[src/window_gate_defines.svh]
`ifndef WINDOW_GATE_DEFINES_SVH
`define WINDOW_GATE_DEFINES_SVH
`define ADDR_CONTROL 32'h0000_0000
`define ADDR_STATUS 32'h0000_0004
`define CTRL_GATED_MODE 0
`define CTRL_BEGIN_POL 1
`define CTRL_END_POL 2
`define CTRL_COND_POL 3
`define CTRL_CLOCK_POL 4
`define CTRL_REG_ENABLE 5
`define CTRL_WINDOW_CLEAR 6
`define CTRL_RESET 32'h0000_0000
`define RESP_OKAY 2'h0
`define RESP_SLVERR 2'h2
`endif

[src/window_gate_pkg.sv]
package window_gate_pkg;
    typedef enum logic [2:0]
    {
        WIN_IDLE = 3'h1,
        WIN_OPEN = 3'h2,
        WIN_DONE = 3'h4
    } win_state_t;
endpackage

[src/window_gate.sv]
// Behaviour
// - normal mode: begin from begin pin, end from condition
// - gated mode: both events from begin pin
// - begin path always carries begin pin
// - end selector: inverted condition or begin pin
// - independent polarity on begin and end paths
// - condition polarity applied before synchronizer
// - gated mode samples condition on selected clock
// - synchronizer held high when not gated
// - clock polarity inverts pod clock
// - two complementary clock edges used
// - free running synchronous window machine
// - events accepted only in fixed order
// - window clear returns machine to idle
// - after clear only begin admitted
// - after begin only end admitted
// - after end everything blocked until clear
// - true window to shifter and indicator
// - shifter clock needs enable, window, condition
//
// The implementer's own choices: the register offsets and the AXI4-Lite slave port.
`include "window_gate_defines.svh"
`timescale 1ns/100ps
`default_nettype none
module window_gate
(
    input wire logic aclk,
    input wire logic aresetn,
    input wire logic pod_begin_input,
    input wire logic pod_end_input,
    input wire logic pod_clock,
    output logic window_indicator,
    output logic window_n,
    output logic shift_enable,
    output logic shift_clock,
    output logic cond_sync,
    input wire logic [31:0] s_axi_awaddr,
    input wire logic s_axi_awvalid,
    output logic s_axi_awready,
    input wire logic [31:0] s_axi_wdata,
    input wire logic [3:0] s_axi_wstrb,
    input wire logic s_axi_wvalid,
    output logic s_axi_wready,
    output logic [1:0] s_axi_bresp,
    output logic s_axi_bvalid,
    input wire logic s_axi_bready,
    input wire logic [31:0] s_axi_araddr,
    input wire logic s_axi_arvalid,
    output logic s_axi_arready,
    output logic [31:0] s_axi_rdata,
    output logic [1:0] s_axi_rresp,
    output logic s_axi_rvalid,
    input wire logic s_axi_rready
);
    logic [6:0] ctrl_r;
    logic [31:0] awaddr_r;
    logic aw_held_r;
    logic [31:0] wdata_r;
    logic [3:0] wstrb_r;
    logic w_held_r;
    logic [2:0] pin_s1_r;
    logic [2:0] pin_s2_r;
    logic clk_prev_r;
    logic begin_lvl_r;
    logic begin_prev_r;
    logic end_lvl_r;
    logic end_prev_r;
    logic cond_sync_r;
    window_gate_pkg::win_state_t state_r;
    window_gate_pkg::win_state_t state_nxt;
    logic gated_mode;
    logic sel_clock;
    logic rise_edge;
    logic fall_edge;
    logic begin_path;
    logic end_path;
    logic cond_path;
    logic begin_ev;
    logic end_ev;
    logic window;
    logic do_write;
    // word decode: the two low address bits never pick a register
    function automatic logic word_hit(input logic [31:0] addr, input logic [31:0] reg_addr);
        word_hit = (addr[31:2] == reg_addr[31:2]);
    endfunction
    // bus pins: awready/wready while not holding and no write response pending
    assign s_axi_awready = !aw_held_r && !s_axi_bvalid;
    assign s_axi_wready = !w_held_r && !s_axi_bvalid;
    assign s_axi_arready = !s_axi_rvalid;
    always_ff @(posedge aclk)
    begin
        if (!aresetn)
        begin
            aw_held_r <= 1'b0;
            awaddr_r <= 32'h0000_0000;
        end
        else if (s_axi_awvalid && s_axi_awready)
        begin
            aw_held_r <= 1'b1;
            awaddr_r <= s_axi_awaddr;
        end
        else if (do_write)
        begin
            aw_held_r <= 1'b0;
        end
    end
    always_ff @(posedge aclk)
    begin
        if (!aresetn)
        begin
            w_held_r <= 1'b0;
            wdata_r <= 32'h0000_0000;
            wstrb_r <= 4'h0;
        end
        else if (s_axi_wvalid && s_axi_wready)
        begin
            w_held_r <= 1'b1;
            wdata_r <= s_axi_wdata;
            wstrb_r <= s_axi_wstrb;
        end
        else if (do_write)
        begin
            w_held_r <= 1'b0;
        end
    end
    assign do_write = aw_held_r && w_held_r && !s_axi_bvalid;
    always_ff @(posedge aclk)
    begin
        if (!aresetn)
        begin
            ctrl_r <= 7'(`CTRL_RESET);
        end
        else if (do_write && word_hit(awaddr_r, `ADDR_CONTROL) && wstrb_r[0])
        begin
            ctrl_r <= wdata_r[6:0];
        end
    end
    always_ff @(posedge aclk)
    begin
        if (!aresetn)
        begin
            s_axi_bvalid <= 1'b0;
            s_axi_bresp <= `RESP_OKAY;
        end
        else if (do_write)
        begin
            s_axi_bvalid <= 1'b1;
            s_axi_bresp <= word_hit(awaddr_r, `ADDR_CONTROL) ? `RESP_OKAY : `RESP_SLVERR;
        end
        else if (s_axi_bready)
        begin
            s_axi_bvalid <= 1'b0;
        end
    end
    always_ff @(posedge aclk)
    begin
        if (!aresetn)
        begin
            s_axi_rvalid <= 1'b0;
            s_axi_rdata <= 32'h0000_0000;
            s_axi_rresp <= `RESP_OKAY;
        end
        else if (s_axi_arvalid && s_axi_arready)
        begin
            s_axi_rvalid <= 1'b1;
            s_axi_rresp <= `RESP_OKAY;
            if (word_hit(s_axi_araddr, `ADDR_CONTROL))
            begin
                s_axi_rdata <= {25'h0000000, ctrl_r};
            end
            else if (word_hit(s_axi_araddr, `ADDR_STATUS))
            begin
                s_axi_rdata <= {27'h0000000, cond_sync_r, state_r, window};
            end
            else
            begin
                s_axi_rdata <= 32'h0000_0000;
                s_axi_rresp <= `RESP_SLVERR;
            end
        end
        else if (s_axi_rready)
        begin
            s_axi_rvalid <= 1'b0;
        end
    end
    // pod pins pass two flops before use
    always_ff @(posedge aclk)
    begin
        if (!aresetn)
        begin
            pin_s1_r <= 3'h0;
            pin_s2_r <= 3'h0;
        end
        else
        begin
            pin_s1_r <= {pod_clock, pod_end_input, pod_begin_input};
            pin_s2_r <= pin_s1_r;
        end
    end
    assign gated_mode = ctrl_r[`CTRL_GATED_MODE];
    assign sel_clock = pin_s2_r[2] ^ ctrl_r[`CTRL_CLOCK_POL];
    always_ff @(posedge aclk)
    begin
        if (!aresetn)
        begin
            clk_prev_r <= 1'b0;
        end
        else
        begin
            clk_prev_r <= sel_clock;
        end
    end
    // rising edge of selected clock runs the window; falling edge is the complement clock
    assign rise_edge = sel_clock && !clk_prev_r;
    assign fall_edge = !sel_clock && clk_prev_r;
    assign begin_path = pin_s2_r[0] ^ ctrl_r[`CTRL_BEGIN_POL];
    assign end_path = (gated_mode ? pin_s2_r[0] : !pin_s2_r[1]) ^ ctrl_r[`CTRL_END_POL];
    assign cond_path = pin_s2_r[1] ^ ctrl_r[`CTRL_COND_POL];
    // levels captured on the clock edge so each event lasts one selected-clock period
    always_ff @(posedge aclk)
    begin
        if (!aresetn)
        begin
            begin_lvl_r <= 1'b0;
            begin_prev_r <= 1'b0;
            end_lvl_r <= 1'b0;
            end_prev_r <= 1'b0;
        end
        else if (rise_edge)
        begin
            begin_lvl_r <= begin_path;
            begin_prev_r <= begin_lvl_r;
            end_lvl_r <= end_path;
            end_prev_r <= end_lvl_r;
        end
    end
    assign begin_ev = begin_lvl_r && !begin_prev_r;
    assign end_ev = end_lvl_r && !end_prev_r;
    always_ff @(posedge aclk)
    begin
        if (!aresetn || !gated_mode)
        begin
            cond_sync_r <= 1'b1;
        end
        else if (fall_edge)
        begin
            cond_sync_r <= cond_path;
        end
    end
    always_comb
    begin
        state_nxt = state_r;
        case (state_r)
            window_gate_pkg::WIN_IDLE:
            begin
                if (begin_ev)
                begin
                    state_nxt = window_gate_pkg::WIN_OPEN;
                end
            end
            window_gate_pkg::WIN_OPEN:
            begin
                if (end_ev)
                begin
                    state_nxt = window_gate_pkg::WIN_DONE;
                end
            end
            window_gate_pkg::WIN_DONE:
            begin
                state_nxt = window_gate_pkg::WIN_DONE;
            end
            default:
            begin
                state_nxt = window_gate_pkg::WIN_IDLE;
            end
        endcase
    end
    // the clear is a level held by software; clearing needs no clock edge from the pod
    always_ff @(posedge aclk)
    begin
        if (!aresetn || ctrl_r[`CTRL_WINDOW_CLEAR])
        begin
            state_r <= window_gate_pkg::WIN_IDLE;
        end
        else if (rise_edge)
        begin
            state_r <= state_nxt;
        end
    end
    assign window = (state_r == window_gate_pkg::WIN_OPEN);
    assign window_indicator = window;
    assign window_n = !window;
    assign cond_sync = cond_sync_r;
    assign shift_enable = ctrl_r[`CTRL_REG_ENABLE] && window && cond_sync_r;
    assign shift_clock = shift_enable && !sel_clock;

    idle_end_blocked_a: assert property (@(posedge aclk) disable iff (!aresetn)
        state_r == window_gate_pkg::WIN_IDLE && !begin_ev |=> state_r == window_gate_pkg::WIN_IDLE
        || $past(ctrl_r[`CTRL_WINDOW_CLEAR]) == 1'b0 && $past(rise_edge) == 1'b0)
        else $error("window left idle without begin");
    done_stays_a: assert property (@(posedge aclk) disable iff (!aresetn)
        state_r == window_gate_pkg::WIN_DONE && !ctrl_r[`CTRL_WINDOW_CLEAR] |=> state_r == window_gate_pkg::WIN_DONE)
        else $error("done state left without clear");
    clear_idle_a: assert property (@(posedge aclk) disable iff (!aresetn)
        ctrl_r[`CTRL_WINDOW_CLEAR] |=> state_r == window_gate_pkg::WIN_IDLE)
        else $error("clear did not reach idle");
    open_on_begin_a: assert property (@(posedge aclk) disable iff (!aresetn)
        state_r == window_gate_pkg::WIN_IDLE && begin_ev && rise_edge && !ctrl_r[`CTRL_WINDOW_CLEAR]
        |=> state_r == window_gate_pkg::WIN_OPEN)
        else $error("begin did not open window");
    sync_preset_a: assert property (@(posedge aclk) disable iff (!aresetn)
        !gated_mode |=> cond_sync_r)
        else $error("condition not preset");
    shift_gate_a: assert property (@(posedge aclk) disable iff (!aresetn)
        shift_clock == (ctrl_r[`CTRL_REG_ENABLE] && state_r == window_gate_pkg::WIN_OPEN
            && cond_sync_r && !sel_clock))
        else $error("shift gating wrong");
    end_select_a: assert property (@(posedge aclk) disable iff (!aresetn)
        gated_mode && !ctrl_r[`CTRL_END_POL] |-> end_path == (begin_path ^ ctrl_r[`CTRL_BEGIN_POL]))
        else $error("end path not from begin pin");
    complement_a: assert property (@(posedge aclk) disable iff (!aresetn)
        window_n != window_indicator)
        else $error("window outputs not complementary");
endmodule
`default_nettype wire

[config.mk]
export PLATFORM = sky130hd
export DESIGN_NAME = window_gate
export DESIGN_NICKNAME = d
export VERILOG_FILES = /design/src/window_gate_pkg.sv /design/src/window_gate.sv
export VERILOG_INCLUDE_DIRS = /design/src
export SDC_FILE = /design/constraint.sdc
export NUM_CORES = 1
export LEC_CHECK = 0
export BUFFER_PORTS_ARGS = -buffer_cell sky130_fd_sc_hd__buf_4
export CAP_MARGIN = 20
export CORE_MARGIN = 4
export CORE_UTILIZATION = 49
export CTS_CLUSTER_SIZE = 16
export DETAILED_ROUTE_END_ITERATION = 6
export HOLD_SLACK_MARGIN = 0.06
export PLACE_DENSITY = 0.84
export SYNTH_ARGS = -nofsm -noshare
export SYNTH_HDL_FRONTEND = slang
export SYNTH_SLANG_ARGS = --single-unit
[constraint.sdc]
create_clock -name aclk -period 3.2 [get_ports aclk]
set_clock_uncertainty 0.15 [all_clocks]
set_input_delay 0.32 -clock aclk [delete_from_list [all_inputs] [get_ports aclk]]
set_output_delay 0.32 -clock aclk [all_outputs]
set_load 0.03 [all_outputs]
==> results.yml <==
logic_synthesis:
  async_flop_share: 0
  synth_area_leader_cell: "dfxtp_1"
  synthAdderAreaFrac: 0
  avgSynthCellArea_um2: 8.31
  synthTopCellsByArea: "dfxtp_1 (47%), nand2_1 (13%), a21oi_1 (8.3%), buf_4 (6.5%), mux2i_1 (3.8%)"
  synth.yosys.seq_area_share: 0.467
  synth_simple_gate_area_share: 0.277
  synth_area_um2: 3130
  synth_edf_count: 0
  synth_flop_cell: "dfxtp_1"
  synthCells: 377
  netlist.area_leader.share: 0.467
  synth-seq-cells: 73
  synth_compound_area_frac: 0.111
  synth_mux_area_frac: 0.0384
  synth_top_family_by_area: "simple AND/OR/NAND/NOR gates"
  yosysWarnings: 0
  synth_xor_area_frac: 0.0112
  synth.distinct_cells: 38
cells_and_area:
  final_nets: 590
  drive_gt1_frac: 0.258
  areaGrowthSynthToFinish_pct: 32.6
  antennaDiodeCount: 0
  final_cells: 560
route:
  firstDrtPassIters: 4
  route.detailed.drc: 0
  drt_iter0_drc: 95
  vias: 2795
  drt_wl_total_um: 7520
  via_per_inst: 4.99
  detail_route.wl_per_cell_um: 13.4
  antenna_left: 0
run:
  cap_violations: 0
critical_path:
  crit_path_start_kind: "flip-flop"
  endpoint_kind: "output port"
  crit_type: "reg -> out"
  worstRegToRegCells: 4
  cp.required_ps: 2730
  cp.arrival_ps: 1730
  cp_max_fo: 6
clocking:
  postCtsResizedCells: 0
  cts_tree: "built"
  cts_made_buffers: 9
  ctsHtreeMaxLevel: 3
  cts_root_buffer: "clkbuf_8"
  insertion_delay_ps: 350
  post_cts_buffers: 0
  cts_buffer_depth: 2
  clk_pin_slew_ps: 90
  clkSinkCount: 73
sta:
  finalCritPeriodShare: 0.686
  finalSetupViolCount: 0
  max_slew_margin: 0.334
  hold_ws_ps: 66.4
  fin_tns_setup_ps: 0
  worstMarginPinSlew_ps: 997
  drv_slew: 0
  min_period_ps: 2200
  finalHoldViolCount: 0
  rsz0062_at_grt: "false"
  fmax_mhz: 455
floorplan:
  initial_core_util: 0.517
  fp.coreArea_um2: 6060
  pin_count: 156
  die_y_um: 87.9
  die_w_um: 87.9
  num_rows: 28
  fp.dieArea_um2: 7730
global_routing:
  grt_pass1_vias: 2535
  grt_max_degree: 56
  grt_antenna_before_repair: 0
  grt_use_total: 0.192
  grt_overflow: 0
  grt_pass1_wl_um: 11400
min_path:
  worstHoldPathCells: 3
  hold_class: "in -> reg"
place:
  portBuffers: 96
  hpwl_um: 5440
  dp.cells: 531
  place.gp.congestion: 0.786
power:
  p_leak_nw: 1.74
  p_per_area_nw_per_um2: 518
  ir_drop_uv: 385
run_status:
  outcome: "completed"
[power breakdown]
part / internal [mW] / switching [mW]
clock: 0.517 / 0.351
combinational: 0.130 / 0.173
sequential: 0.952 / 0.0276
[layer usage]
layer | track usage | vias to the layer above | part of all wire
li1 | - | 1415 | -
met1 | 0.208 | 1251 | 0.39
met2 | 0.350 | 114 | 0.50
met3 | 0.0574 | 15 | 0.092
met4 | 0.0725 | 0 | 0.021
met5 | 0 | - | 0
[state kept, by name (all words and copies together), names as in the netlist, 3 cells and up]
name / count
wdata_r: 7
s_axi_rdata: 7
ctrl_r: 7
pin_s1_r: 3
state_r: 3
pin_s2_r: 3
awaddr_r: 30
[cell type report]
type | count | area (µm²)
repair buffers | 109 | 851
clock buffers | 9 | 124
fillers | 496 | 1910
inverters | 5 | 33.8
clock inverters | 7 | 119
flip-flops and latches | 73 | 1460
well taps | 75 | 93.8
multi-input cells | 282 | 1470
[critical path: stages, from the launching register on]
cell and delay (ps):
dfxtp_1 400, or3b_4 410, clkinv_2 100, and3_1 170, and2_1 140, buf_4 170
[what timing repair did]
item                                    in CTS  in global routing
endpoints found under the setup margin       0                  0
hold buffers                                11                  2
endpoints found under the hold margin       11                  2
[per-stage QoR]
| step | setup slack, ps | cell area (µm²) | utilization | total power [mW] |
|---|---|---|---|---|
| 6_report | 1000 | 4150 | 0.685 | 2.15 |
| 3_5_place_dp | 1230 | 3780 | 0.624 | 1.29 |
| 5_1_grt | 947 | 4150 | 0.685 | 2.23 |
| 4_1_cts | 1010 | 4130 | 0.682 | 2.16 |
| 2_1_floorplan | 1050 | 3230 | - | 1.20 |
| 3_3_place_gp | 1290 | 3780 | 0.624 | 1.28 |
[Yosys cell counts, types with 2 or more instances]
cell type and instances:
and2_1 9, nand3_1 3, nor2_1 13, nand2b_1 7, nand3b_1 3, nand4_1 2
mux2i_1 12, inv_1 2, a211oi_1 2, or4_1 5, nor4_1 6, o31a_1 2
buf_1 2, a21oi_1 52, xnor2_1 4, clkbuf_1 14, buf_4 27, nor4_2 7
o21ai_0 4, nand2_1 108, dfxtp_1 73, nor3_1 4
[cell families (layout without fill, tap and decap cells)]
family                 Yosys count  count (layout)
AO/OA/AOI/OAI                   64              64
XOR/XNOR                         4               4
buffers and inverters           48             130
flip-flops                      73              73
multiplexers                    12              12
other                            1              27
AND/OR/NAND/NOR                175             175
[worst paths after layout]
path | start | to | slack (ps)
setup reg to reg | awaddr_r[10] | ctrl_r[5] | 1230
setup / recovery | state_r[1] | shift_clock | 1000
hold / removal | s_axi_awaddr[24] | awaddr_r[24] | 70
hold reg to reg | pin_s1_r[2] | pin_s2_r[2] | 290
[cell usage in the layout (no fill, tap or decap), drive strengths merged, types with 5 or more instances in the layout]
cell           n
buf           96
dlygate4sd3   13
conb          27
and2           9
clkbuf         9
a21oi         52
mux2i         12
nand2b         7
nand2        108
dfxtp         73
or4            5
nor2          13
nor4          14
(Power assumes the default switching activity.)
